==> src/logic/ibt_pkg.sv <==
package ibt_pkg;

  // ------------------------------------------------------------
  // Widths and depths
  // ------------------------------------------------------------
  localparam int DATA_W     = 8;
  localparam int FIFO_DEPTH = 16;
  localparam int BRG_W      = 7;
  localparam int PHASE_W    = 8;

  // ------------------------------------------------------------
  // Bit positions within one byte frame
  // ------------------------------------------------------------
  localparam logic [3:0] FIRST_BIT     = 4'h0;
  localparam logic [3:0] LAST_DATA_BIT = 4'h7;
  localparam logic [3:0] ACK_BIT       = 4'h8;
  localparam int         MSB_POS       = 7;

  // ------------------------------------------------------------
  // Values after reset
  // ------------------------------------------------------------
  localparam logic [7:0]       SHIFT_RST = 8'h00;
  localparam logic [3:0]       BITS_RST  = 4'h0;
  localparam logic [BRG_W-1:0] BRG_RST   = 7'h00;
  localparam logic [7:0]       PHASE_RST = 8'h00;

  // ------------------------------------------------------------
  // Shifter states
  // ------------------------------------------------------------
  typedef enum logic [1:0] {
    ST_IDLE,
    ST_LOW,
    ST_HIGH_WAIT,
    ST_HIGH
  } ibt_state_t;

endpackage

==> src/logic/ibt_stream_if.sv <==
`timescale 1ns/1ns
interface ibt_stream_if #(
  parameter int WIDTH = 8
);
  logic             valid;
  logic             ready;
  logic [WIDTH-1:0] data;

  modport src (
    output valid,
    output data,
    input  ready
  );

  modport snk (
    input  valid,
    input  data,
    output ready
  );
endinterface

==> src/logic/ibt_fifo.sv <==
`timescale 1ns/1ns
module ibt_fifo #(
  parameter int WIDTH = 8,
  parameter int DEPTH = 16
) (
  input  wire logic             clk,
  input  wire logic             rst_n,
  input  wire logic             ce,
  input  wire logic             in_valid,
  output      logic             in_ready,
  input  wire logic [WIDTH-1:0] in_data,
  ibt_stream_if.src             out
);
  localparam int AW = $clog2(DEPTH);
  localparam logic [AW:0] FULL_CNT = (AW+1)'(DEPTH);

  logic [WIDTH-1:0] mem [DEPTH];
  logic [AW-1:0]    wr_ptr;
  logic [AW-1:0]    rd_ptr;
  logic [AW:0]      count;
  logic [AW:0]      next_count;
  logic             push;
  logic             pop;

  assign in_ready  = (count != FULL_CNT);
  assign out.valid = (count != '0);
  assign out.data  = mem[rd_ptr];
  assign push      = ce && in_valid && in_ready;
  assign pop       = ce && out.valid && out.ready;
  assign next_count = push && !pop ? count + 1'b1 :
                      pop && !push ? count - 1'b1 : count;

  // Storage has no reset; a slot is only popped at rd_ptr after a push has written it
  always_ff @(posedge clk) begin
    if (push) begin
      mem[wr_ptr] <= in_data;
    end
  end

  always_ff @(posedge clk or negedge rst_n) begin
    if (!rst_n) begin
      wr_ptr <= '0;
      rd_ptr <= '0;
      count  <= '0;
    end else begin
      if (push) begin
        wr_ptr <= wr_ptr + 1'b1;
      end
      if (pop) begin
        rd_ptr <= rd_ptr + 1'b1;
      end
      count <= next_count;
    end
  end
endmodule

==> src/logic/ibt_brg.sv <==
`timescale 1ns/1ns
module ibt_brg (
  input  wire logic                      clk,
  input  wire logic                      rst_n,
  input  wire logic                      ce,
  input  wire logic                      run,
  input  wire logic [ibt_pkg::BRG_W-1:0] reload,
  output      logic                      tick
);
  logic [ibt_pkg::BRG_W-1:0] count;

  // Rollover every reload+1 enabled cycles; stopping reloads at once
  assign tick = run && (count == '0);

  always_ff @(posedge clk or negedge rst_n) begin
    if (!rst_n) begin
      count <= ibt_pkg::BRG_RST;
    end else if (ce) begin
      if (!run || count == '0) begin
        count <= reload;
      end else begin
        count <= count - 1'b1;
      end
    end
  end
endmodule

==> src/logic/ibt_master_tx.sv <==
`timescale 1ns/1ns
module ibt_master_tx (
  input  wire logic                       MCLK,
  input  wire logic                       RST_N,
  input  wire logic                       CE,
  input  wire logic                       TX_WR,
  input  wire logic [ibt_pkg::DATA_W-1:0] TX_DATA,
  output      logic                       TX_READY,
  input  wire logic                       IRQ_CLR,
  input  wire logic                       WRITE_COLLISION_FLAG_CLR,
  input  wire logic [ibt_pkg::BRG_W-1:0]  BRG_RELOAD,
  input  wire logic                       SCL_I,
  output      logic                       SCL_O,
  output      logic                       SCL_OE_N,
  input  wire logic                       SDA_I,
  output      logic                       SDA_O,
  output      logic                       SDA_OE_N,
  output      logic                       BUFFER_FULL_FLAG,
  output      logic                       ACK_STATUS_BIT,
  output      logic                       SERIAL_IRQ_FLAG,
  output      logic                       WRITE_COLLISION_FLAG
);

  // ------------------------------------------------------------
  // State and datapath registers
  // ------------------------------------------------------------
  ibt_pkg::ibt_state_t              state;
  ibt_pkg::ibt_state_t              next_state;
  logic [ibt_pkg::DATA_W-1:0]       tx_shift_buffer;
  logic [3:0]                       bit_cnt;
  logic                             sda_pend;
  logic [ibt_pkg::PHASE_W-1:0]      phase_cnt;

  // ------------------------------------------------------------
  // Decoded conditions
  // ------------------------------------------------------------
  logic                             tick;
  logic                             fifo_in_ready;
  logic                             shifting;
  logic                             drain_ok;
  logic                             load;
  logic                             wr_ok;
  logic                             wr_bad;
  logic                             low_done;
  logic                             high_done;
  logic                             scl_seen;
  logic                             last_bit;
  logic                             brg_run;
  logic                             sda_bit;
  logic                             put_bit;

  ibt_stream_if #(.WIDTH(ibt_pkg::DATA_W)) queue ();

  assign shifting  = (state != ibt_pkg::ST_IDLE);
  assign last_bit  = (bit_cnt == ibt_pkg::ACK_BIT);
  // Held bytes wait until software has seen the previous completion
  assign drain_ok  = !shifting && !SERIAL_IRQ_FLAG;
  assign queue.ready = drain_ok;
  assign load      = CE && queue.valid && drain_ok;
  assign wr_ok     = TX_WR && !shifting && fifo_in_ready;
  assign wr_bad    = TX_WR && !wr_ok;
  assign low_done  = (state == ibt_pkg::ST_LOW) && tick;
  assign high_done = (state == ibt_pkg::ST_HIGH) && tick;
  assign scl_seen  = (state == ibt_pkg::ST_HIGH_WAIT) && SCL_I;
  assign brg_run   = (state == ibt_pkg::ST_LOW) || (state == ibt_pkg::ST_HIGH);
  // Ninth bit leaves SDA released for the slave's answer
  assign sda_bit   = last_bit ? 1'b1 : tx_shift_buffer[ibt_pkg::MSB_POS];
  assign put_bit   = (state == ibt_pkg::ST_LOW) && sda_pend;

  // ------------------------------------------------------------
  // Submodules
  // ------------------------------------------------------------
  ibt_fifo #(
    .WIDTH(ibt_pkg::DATA_W),
    .DEPTH(ibt_pkg::FIFO_DEPTH)
  ) u_fifo (
    .clk      (MCLK),
    .rst_n    (RST_N),
    .ce       (CE),
    .in_valid (wr_ok),
    .in_ready (fifo_in_ready),
    .in_data  (TX_DATA),
    .out      (queue.src)
  );

  // Reload 0 leaves SDA no setup before SCL rises; use 1 or more
  ibt_brg u_brg (
    .clk    (MCLK),
    .rst_n  (RST_N),
    .ce     (CE),
    .run    (brg_run),
    .reload (BRG_RELOAD),
    .tick   (tick)
  );

  // ------------------------------------------------------------
  // Bit sequencer
  // ------------------------------------------------------------
  always_comb begin
    next_state = state;
    case (state)
      ibt_pkg::ST_IDLE: begin
        if (load) begin
          next_state = ibt_pkg::ST_LOW;
        end
      end
      ibt_pkg::ST_LOW: begin
        if (low_done) begin
          next_state = ibt_pkg::ST_HIGH_WAIT;
        end
      end
      ibt_pkg::ST_HIGH_WAIT: begin
        // Slave may stretch; high time counts from the seen rise
        if (scl_seen) begin
          next_state = ibt_pkg::ST_HIGH;
        end
      end
      ibt_pkg::ST_HIGH: begin
        if (high_done) begin
          next_state = last_bit ? ibt_pkg::ST_IDLE : ibt_pkg::ST_LOW;
        end
      end
      default: begin
        next_state = ibt_pkg::ST_IDLE;
      end
    endcase
  end

  always_ff @(posedge MCLK or negedge RST_N) begin
    if (!RST_N) begin
      state <= ibt_pkg::ST_IDLE;
    end else if (CE) begin
      state <= next_state;
    end
  end

  always_ff @(posedge MCLK or negedge RST_N) begin
    if (!RST_N) begin
      tx_shift_buffer <= ibt_pkg::SHIFT_RST;
    end else if (CE && load) begin
      tx_shift_buffer <= queue.data;
    end else if (CE && high_done && !last_bit) begin
      tx_shift_buffer <= {tx_shift_buffer[6:0], 1'b0};
    end
  end

  always_ff @(posedge MCLK or negedge RST_N) begin
    if (!RST_N) begin
      bit_cnt <= ibt_pkg::BITS_RST;
    end else if (CE && load) begin
      bit_cnt <= ibt_pkg::FIRST_BIT;
    end else if (CE && high_done) begin
      bit_cnt <= last_bit ? ibt_pkg::FIRST_BIT : bit_cnt + 1'b1;
    end
  end

  // ------------------------------------------------------------
  // Pin drivers
  // ------------------------------------------------------------
  always_ff @(posedge MCLK or negedge RST_N) begin
    if (!RST_N) begin
      SCL_OE_N <= 1'b1;
    end else if (CE && (load || high_done)) begin
      SCL_OE_N <= 1'b0;
    end else if (CE && low_done) begin
      SCL_OE_N <= 1'b1;
    end
  end

  // SDA moves one cycle after the fall, giving slaves hold time
  always_ff @(posedge MCLK or negedge RST_N) begin
    if (!RST_N) begin
      sda_pend <= 1'b0;
    end else if (CE && (load || high_done)) begin
      sda_pend <= 1'b1;
    end else if (CE && put_bit) begin
      sda_pend <= 1'b0;
    end
  end

  always_ff @(posedge MCLK or negedge RST_N) begin
    if (!RST_N) begin
      SDA_OE_N <= 1'b1;
    end else if (CE && put_bit) begin
      SDA_OE_N <= sda_bit;
    end
  end

  // Open drain: the driven level is always low
  always_ff @(posedge MCLK or negedge RST_N) begin
    if (!RST_N) begin
      SCL_O <= 1'b0;
      SDA_O <= 1'b0;
    end else begin
      SCL_O <= 1'b0;
      SDA_O <= 1'b0;
    end
  end

  // ------------------------------------------------------------
  // Status flags
  // ------------------------------------------------------------
  always_ff @(posedge MCLK or negedge RST_N) begin
    if (!RST_N) begin
      BUFFER_FULL_FLAG <= 1'b0;
    end else if (CE && load) begin
      BUFFER_FULL_FLAG <= 1'b1;
    end else if (CE && high_done && bit_cnt == ibt_pkg::LAST_DATA_BIT) begin
      BUFFER_FULL_FLAG <= 1'b0;
    end
  end

  // Sampled at the seen rise of the ninth clock
  always_ff @(posedge MCLK or negedge RST_N) begin
    if (!RST_N) begin
      ACK_STATUS_BIT <= 1'b0;
    end else if (CE && scl_seen && last_bit) begin
      ACK_STATUS_BIT <= SDA_I;
    end
  end

  // Set beats a clear arriving in the same cycle
  always_ff @(posedge MCLK or negedge RST_N) begin
    if (!RST_N) begin
      SERIAL_IRQ_FLAG <= 1'b0;
    end else if (CE && high_done && last_bit) begin
      SERIAL_IRQ_FLAG <= 1'b1;
    end else if (CE && IRQ_CLR) begin
      SERIAL_IRQ_FLAG <= 1'b0;
    end
  end

  // Collision stays until software clears it; later bytes still go out while it is set
  always_ff @(posedge MCLK or negedge RST_N) begin
    if (!RST_N) begin
      WRITE_COLLISION_FLAG <= 1'b0;
    end else if (CE && wr_bad) begin
      WRITE_COLLISION_FLAG <= 1'b1;
    end else if (CE && WRITE_COLLISION_FLAG_CLR) begin
      WRITE_COLLISION_FLAG <= 1'b0;
    end
  end

  // One cycle late; a write on a stale high is refused as a collision
  always_ff @(posedge MCLK or negedge RST_N) begin
    if (!RST_N) begin
      TX_READY <= 1'b0;
    end else if (CE) begin
      TX_READY <= fifo_in_ready && !shifting;
    end
  end

  // ------------------------------------------------------------
  // Checks
  // ------------------------------------------------------------
  // Enabled cycles spent in the current state
  always_ff @(posedge MCLK or negedge RST_N) begin
    if (!RST_N) begin
      phase_cnt <= ibt_pkg::PHASE_RST;
    end else if (CE) begin
      phase_cnt <= (state != next_state) ? ibt_pkg::PHASE_RST : phase_cnt + 1'b1;
    end
  end
endmodule

==> config.mk <==
export PLATFORM = sky130hd
export DESIGN_NAME = ibt_master_tx
export DESIGN_NICKNAME = d
export VERILOG_FILES = /design/src/logic/ibt_pkg.sv /design/src/logic/ibt_stream_if.sv /design/src/logic/ibt_fifo.sv /design/src/logic/ibt_brg.sv /design/src/logic/ibt_master_tx.sv
export SDC_FILE = /design/constraint.sdc
export NUM_CORES = 1
export LEC_CHECK = 0
export BUFFER_PORTS_ARGS = -buffer_cell sky130_fd_sc_hd__buf_2
export CAP_MARGIN = 10
export CELL_PAD_IN_SITES_DETAIL_PLACEMENT = 0
export CELL_PAD_IN_SITES_GLOBAL_PLACEMENT = 2
export CORE_ASPECT_RATIO = 0.6
export CORE_MARGIN = 1.5
export CORE_UTILIZATION = 45
export DETAILED_ROUTE_END_ITERATION = 12
export GPL_TIMING_DRIVEN = 0
export HOLD_SLACK_MARGIN = 0.15
export PLACE_DENSITY_LB_ADDON = 0.1
export REMOVE_ABC_BUFFERS = 1
export SLEW_MARGIN = 10
export SYNTH_ARGS = -nofsm -noshare
export SYNTH_HDL_FRONTEND = slang
export SYNTH_SLANG_ARGS = --single-unit
==> constraint.sdc <==
create_clock -name MCLK -period 3.57 [get_ports MCLK]
set_clock_uncertainty 0.1 [all_clocks]
set_input_delay 0.357 -clock MCLK [delete_from_list [all_inputs] [get_ports MCLK]]
set_output_delay 0.357 -clock MCLK [all_outputs]
set_load 0.02 [all_outputs]
==> results of run 1 <==
Yosys cell counts (2+ instances only):
master                        n  share of area [%]
sky130_fd_sc_hd__xnor2_1      9                1.1
sky130_fd_sc_hd__dfrtp_1     40                 13
sky130_fd_sc_hd__ha_1        18                3.0
sky130_fd_sc_hd__nand3_1      5               0.33
sky130_fd_sc_hd__buf_4        6               0.60
sky130_fd_sc_hd__buf_2        6               0.40
sky130_fd_sc_hd__nor4_1       2               0.17
sky130_fd_sc_hd__edfxtp_1   128                 51
sky130_fd_sc_hd__mux4_2      15                4.5
sky130_fd_sc_hd__a31oi_1      2               0.17
sky130_fd_sc_hd__nand3b_1     5               0.50
sky130_fd_sc_hd__dfstp_2      2               0.70
sky130_fd_sc_hd__nor3_1       2               0.13
sky130_fd_sc_hd__inv_1       20                1.0
sky130_fd_sc_hd__a21boi_0     3               0.30
sky130_fd_sc_hd__a2bb2oi_1    4               0.47
sky130_fd_sc_hd__a221oi_1     7               0.82
sky130_fd_sc_hd__nor2b_1      4               0.33
sky130_fd_sc_hd__buf_6        2               0.30
sky130_fd_sc_hd__mux2_2       6               0.90
sky130_fd_sc_hd__and2_1      13                1.1
sky130_fd_sc_hd__and3b_1      3               0.35
sky130_fd_sc_hd__a32oi_1      7               0.82
sky130_fd_sc_hd__nand4b_1     2               0.23
sky130_fd_sc_hd__nand4_1      4               0.33
sky130_fd_sc_hd__nand2_1     24                1.2
sky130_fd_sc_hd__a21oi_1      7               0.47
sky130_fd_sc_hd__a21o_1       3               0.30
sky130_fd_sc_hd__nor2_1      19               0.95
sky130_fd_sc_hd__mux2i_1     50                6.7
sky130_fd_sc_hd__nand2b_1    14                1.2
sky130_fd_sc_hd__a22oi_1      9               0.90
sky130_fd_sc_hd__o21ai_0     17                1.1
sky130_fd_sc_hd__nor4b_1      2               0.23
sky130_fd_sc_hd__nor3b_1      2               0.20
sky130_fd_sc_hd__clkbuf_1     7               0.35
final timing paths:
| path | end | slack (ns) |
|---|---|---|
| worst max-delay path | u_fifo.count[4]$_DFFE_PN0P_ | 0.28 |
| worst min-delay path | u_brg.count[2]$_DFFE_PN0P_ | 0.16 |
| worst max register to register | u_fifo.count[4]$_DFFE_PN0P_ | 0.28 |
| worst min register to register | SDA_OE_N$_DFFE_PN1P_ | 0.38 |
| max in group asynchronous | u_fifo.rd_ptr[0]$_DFFE_PN0P_ | 2.08 |
| min in group asynchronous | u_fifo.count[3]$_DFFE_PN0P_ | 0.54 |
power breakdown:
part           total (mW)  switching, mW  internal [mW]
logic                1.74          0.907          0.834
registers            2.73          0.381           2.35
clock network        1.87          0.913          0.959
total                6.34           2.20           4.14
critical path: stages (launching register included):
cell and delay [ns]:
sky130_fd_sc_hd__dfrtp_1 0.44, sky130_fd_sc_hd__inv_1 0.15, sky130_fd_sc_hd__ha_1 0.22, sky130_fd_sc_hd__inv_1 0.08
sky130_fd_sc_hd__a211oi_2 0.66, sky130_fd_sc_hd__ha_1 0.29, sky130_fd_sc_hd__inv_1 0.12, sky130_fd_sc_hd__fa_1 0.42
sky130_fd_sc_hd__a21o_1 0.17, sky130_fd_sc_hd__a21oi_1 0.18, sky130_fd_sc_hd__mux2i_1 0.23, sky130_fd_sc_hd__xnor2_1 0.14
cell type report:
cell class / count / share of cell area [%]
Multi-Input combinational cell: 281 / 27.7
Clock inverter: 15 / 2.22
Clock buffer: 17 / 5.00
Inverter: 21 / 1.07
Tap cell: 228 / 3.35
Timing Repair Buffer: 39 / 3.00
Sequential cell: 170 / 57.6
state kept, by name, summed over array words and instances, names as in the netlist:
register,flops
ACK_STATUS_BIT,1
WRITE_COLLISION_FLAG,1
u_fifo.count,5
SDA_OE_N,1
sda_pend,1
SCL_OE_N,1
tx_shift_buffer,8
u_fifo.mem,128
u_fifo.rd_ptr,4
u_brg.count,7
SERIAL_IRQ_FLAG,1
TX_READY,1
bit_cnt,4
state,2
u_fifo.wr_ptr,4
BUFFER_FULL_FLAG,1
stage by stage:
step | instances | cell area (µm²) | power, mW | util, % | hold WS [ns]
after CTS | 771 | 8510 | 6.38 | 52.3 | 0.151
after global routing | 771 | 8510 | 6.70 | 52.3 | 0.163
after detailed placement | 730 | 7800 | 4.50 | 48.0 | 0.373
final | 771 | 8510 | 6.34 | 52.3 | 0.162
after floorplan | 472 | 7350 | 3.92 | - | -0.0386
after global placement | 729 | 7780 | 4.48 | 47.8 | 0.363
cells by family (layout without fill, tap and decap cells):
family / count (synthesis) / count (layout) / synth area share, %
other: 1 / 2 / 0.0500
AO/OA/AOI/OAI: 69 / 69 / 6.56
XOR/XNOR: 10 / 10 / 1.17
adder cells (fa/ha/maj): 19 / 19 / 3.27
multiplexers: 71 / 71 / 12.1
buffers and inverters: 44 / 92 / 3.19
flip-flops: 170 / 170 / 65.4
AND/OR/NAND/NOR: 110 / 110 / 8.32
layer usage:
metal | up-vias | routed length [µm] | global-route usage (%)
met5 | - | 0 | 0
met4 | 0 | 82 | 5.51
met3 | 8 | 866 | 4.61
met2 | 103 | 6030 | 24.5
met1 | 2100 | 8570 | 31.1
li1 | 1943 | - | -
timing repair:
action	in CTS	in global routing
hold buffers	9	0
endpoints found under the setup margin	0	0
hold endpoints to repair	47	0
==> flow_summary.yaml, run 1 <==
job:
  timing.max_cap.violations: 0
sta:
  setup_ws_ns: 0.281
  timing.max_slew.rel_slack_pct: 18.1
  tightestPinTransition_ns: 1.23
  final-max-slew-violation-count: 0
  finalHoldViolCount: 0
  final.setup.tns_ns: 0
  finalWorstPathRequiredPeriod_ns: 3.29
  number_of_endpoints_failing_setup_at_the_final_stage: 0
  post-route-period-util_pct: 92.1
  maximum_frequency_from_static_timing_analysis_mhz: 304
  grt_setup_unrepaired: "no"
setup_path:
  crit_fanout: 10
  r2r_cells: 11
  critical_path_required_ns: 3.82
  crit_path_start: "state[1]$_DFFE_PN0P_"
  worst_setup_path_start_kind: "flop"
  r2r-start: "state[1]$_DFFE_PN0P_"
  worst_ep_arrival_time_ns: 3.54
  critical_path.endpoint_type: "flop"
  timing_worst_setup_path_type: "reg -> reg"
cts:
  cts_sinks: 170
  cts_buffers: 17
  ctsRootBufferMaster: "sky130_fd_sc_hd__clkbuf_16"
  clk_pin_slew_worst_paths_ns: 0.08
  cts_post_setup_buffers_inserted: 0
  post_cts.resized_instances: 0
  cts_buffer_depth: 2
  tritoncts: "done"
  htree_levels: 4
  insertion_delay_ns: 0.43
route:
  dr_total_vias: 4154
  route.detailed.drc: 0
  drt_pre_antenna_iters: 5
  drt-initial-drc-count: 388
  route.antenna.remaining_nets: 0
  vias_per_cell: 5.39
  totalWireLength_um: 15500
  wl_per_cell_um: 20.2
synth:
  synth-async-reset-ratio_pct: 24.7
  synth-seq-cells: 170
  synthCells: 494
  synth-warning-count: 0
  synth_seq_area_share_pct: 65.4
  yosysUniqueCellTypes: 61
  number_of_flops_mapped_to_enable_cells_by_yosys: 128
  synth_top_flop_cell: "sky130_fd_sc_hd__edfxtp_1"
  syn-cell-area_um2: 7490
  syn_avg_cell_area_um2: 15.2
placed_design:
  global_placement_routability_congestion: 0.727
  dp.final_hpwl_um: 10200
  placement.setup.worst_slack_ns: 0.142
  numPortBuffers: 29
final_layout:
  num_antenna_cells: 0
  mostFrequentLayoutCell: "sky130_fd_sc_hd__edfxtp_1"
  layout.cells.most_common_list: "sky130_fd_sc_hd__edfxtp_1 (128), sky130_fd_sc_hd__mux2i_1 (50), sky130_fd_sc_hd__dfrtp_1 (39), sky130_fd_sc_hd__buf_2 (29), sky130_fd_sc_hd__nand2_1 (24)"
  drive_above_1_share_pct: 17.3
  seq_area_um2: 4900
  total_area_of_multi_input_combinational_cells_um2: 2360
  nNetsFinal: 572
  area_growth_pct: 13.5
  n_fill_cell: 1323
floorplanning:
  floorplan.core_area_um2: 16300
  initial_utilization_pct: 46.1
  chipHeight_um: 103
  dieArea_um2: 17500
  die_width_um: 170
  floorplan.io_pins: 32
  num_rows: 36
hold_path:
  min_path_cells: 3
  hold_start: "BRG_RELOAD[2]"
  worstHoldPathType: "in -> reg"
status:
  run_status: "completed"
grt:
  grt_antenna_before_repair: 0
  grt.total_usage_pct: 19.1
  grt_overflow_total: 0
  grt_first_pass_wirelength_um: 23700
  grt_pass1_vias: 3827
  maximum_number_of_pins_on_one_net_before_global_route_repair: 43
power:
  irDropWorstVdd_mv: 0.315
  power.leakage_nw: 3.17
  power_per_cell_area_nw_per_um2: 745
Power figures use the tool's default switching activity.
==> inputs of run 2 (changes only) <==
CORE_MARGIN = 5   (was 1.5)
==> run 2 against run 1 <==
  * Combinational power about the same
  * Sequential power about the same
  * Critical path type unchanged
  * Count of clock-buffer cells in the layout unchanged
  * Setup slack better by 0.015 ns
  * Cell count is 0.26% lower
  * First-iteration DRC count fell by 39%
  * Clock power is 5% lower
  * Routed wire length increased by 2.0%
  * Largest power group unchanged
  * Cell area is 0.69% lower
  * Worst hold slack improved by 0.012 ns
  * Sequential share of layout area increased by 0.42 points
  * Critical endpoint unchanged
  * Sequential cell count stayed put
==> flow_summary.yaml, run 2 (same netlist as run 1, synthesis figures left out) <==
sta:
  finalWorstPathRequiredPeriod_ns: 3.27
  worst_hold_slack_ns: 0.174
  maximum_frequency_from_static_timing_analysis_mhz: 305
  number_of_endpoints_failing_setup_at_the_final_stage: 0
  post-route-period-util_pct: 91.7
  finalHoldViolCount: 0
  grt_setup_unrepaired: "no"
  tightestPinTransition_ns: 1.02
  timing.max_slew.rel_slack_pct: 31.9
  final-max-slew-violation-count: 0
cts:
  cts_post_setup_buffers_inserted: 0
  cts_buffers: 17
  cts-hold-fix-buffers: 7
  clk_pin_slew_worst_paths_ns: 0.07
  insertion_delay_ns: 0.42
  tritoncts: "done"
  post_cts.resized_instances: 0
  cts_sinks: 170
  cts_buffer_depth: 2
  htree_levels: 4
  ctsRootBufferMaster: "sky130_fd_sc_hd__clkbuf_16"
grt:
  grt_overflow_total: 0
  grt.total_usage_pct: 17.3
  grt_first_pass_wirelength_um: 24500
  maximum_number_of_pins_on_one_net_before_global_route_repair: 43
  grt_pass1_vias: 4067
  grt_antenna_before_repair: 0
final_layout:
  largest_register_ff_count: 128
  nNetsFinal: 570
  layout_cells_excl_fill: 769
  post-route-cell-area_um2: 8450
  largestRegisters: "u_fifo.mem (128), tx_shift_buffer (8), u_brg.count (7)"
  area_growth_pct: 12.8
  mostFrequentLayoutCell: "sky130_fd_sc_hd__edfxtp_1"
  seq_area_um2: 4900
  layout.cells.most_common_list: "sky130_fd_sc_hd__edfxtp_1 (128), sky130_fd_sc_hd__mux2i_1 (50), sky130_fd_sc_hd__dfrtp_1 (38), sky130_fd_sc_hd__buf_2 (29), sky130_fd_sc_hd__nand2_1 (24)"
  total_area_of_multi_input_combinational_cells_um2: 2360
  registers.top_by_ff_count: "u_fifo.mem"
  drive_above_1_share_pct: 17.6
  n_fill_cell: 1408
  num_antenna_cells: 0
placed_design:
  placedCellCount: 730
  numPortBuffers: 29
  global_placement_routability_congestion: 0.741
  dp.final_hpwl_um: 10500
  place_area_um2: 7810
floorplanning:
  floorplan.io_pins: 32
  dieArea_um2: 19400
  num_rows: 36
  initial_utilization_pct: 46.0
  chipHeight_um: 110
  die_width_um: 177
  floorplan.core_area_um2: 16300
route:
  vias_per_cell: 5.43
  route.antenna.remaining_nets: 0
  totalWireLength_um: 15900
  drt_pre_antenna_iters: 4
  dr_total_vias: 4175
  route.detailed.drc: 0
  drt-initial-drc-count: 238
  wl_per_cell_um: 20.6
setup_path:
  worst_setup_path_start_kind: "flop"
  crit_fanout: 13
  worst-r2r-setup-slack_ns: 0.30
  critical_path.endpoint_type: "flop"
  timing_worst_setup_path_type: "reg -> reg"
  critical_path_required_ns: 3.81
  worst_ep_arrival_time_ns: 3.52
  rr_endpoint: "u_fifo.count[4]$_DFFE_PN0P_"
  r2r-start: "u_fifo.count[0]$_DFFE_PN0P_"
  r2r_cells: 10
  crit_path_start: "u_fifo.count[0]$_DFFE_PN0P_"
hold_path:
  hold_start: "BRG_RELOAD[6]"
  worstHoldPathType: "in -> reg"
  hold-path-endpoint: "u_brg.count[6]$_DFFE_PN0P_"
  min_path_cells: 3
power:
  power.leakage_nw: 3.14
  power_per_cell_area_nw_per_um2: 740
  power_mw: 6.25
  irDropWorstVdd_mv: 0.313
status:
  run_status: "completed"
job:
  timing.max_cap.violations: 0
==> run 2: layout make-up <==
cell class	count	share of cell area, %
sequential	170	58.0
clock buffer	17	5.03
inverter	21	1.08
tap	228	3.38
timing repair buffer	37	2.87
multi-input combinational	281	27.9
clock inverter	15	1.67
==> run 2: where the power goes <==
part	leakage, nW	internal, mW	switching (mW)	total [mW]
clock network	0.278	0.975	0.802	1.78
logic	1.21	0.838	0.931	1.77
registers	1.65	2.35	0.359	2.71
==> run 2: critical path: stages, from the launching register on <==
cell	delay [ns]
sky130_fd_sc_hd__dfrtp_1	0.45
sky130_fd_sc_hd__or4_4	0.58
sky130_fd_sc_hd__o211a_1	0.45
sky130_fd_sc_hd__clkinv_8	0.19
sky130_fd_sc_hd__ha_1	0.18
sky130_fd_sc_hd__inv_1	0.12
sky130_fd_sc_hd__fa_1	0.42
sky130_fd_sc_hd__a21o_1	0.17
sky130_fd_sc_hd__a21oi_1	0.18
sky130_fd_sc_hd__mux2i_1	0.23
sky130_fd_sc_hd__xnor2_1	0.14
==> run 2: metal layers <==
layer / vias up / share of wire (%) / global-route usage, %
met5: - / 0 / 0
met4: 0 / 0.74 / 3.97
met3: 8 / 5.8 / 4.74
met2: 99 / 41 / 23.1
met1: 2121 / 53 / 27.7
li1: 1947 / - / -
==> run 2: per-stage QoR <==
| stage | util, % | setup TNS (ns) | setup WS (ns) |
|---|---|---|---|
| 5_1_grt | 51.8 | 0 | 0.0905 |
| 4_1_cts | 51.8 | 0 | 0.266 |
| 6_report | 51.8 | 0 | 0.295 |
| 3_5_place_dp | 47.9 | 0 | 0.188 |
| 3_3_place_gp | 47.7 | -2.06 | -0.364 |
| 2_1_floorplan | - | 0 | 0.511 |
==> run 2: worst max path at each step <==
stage                                                end  slack [ns]  depth (start not counted)
after floorplan           tx_shift_buffer[6]$_DFFE_PN0P_        0.51                          4
after global placement    tx_shift_buffer[2]$_DFFE_PN0P_       -0.36                          4
after detailed placement     u_fifo.count[4]$_DFFE_PN0P_        0.19                         11
after global routing         u_fifo.count[4]$_DFFE_PN0P_        0.09                         11
after CTS                    u_fifo.count[4]$_DFFE_PN0P_        0.27                         10
final                        u_fifo.count[4]$_DFFE_PN0P_        0.30                         10
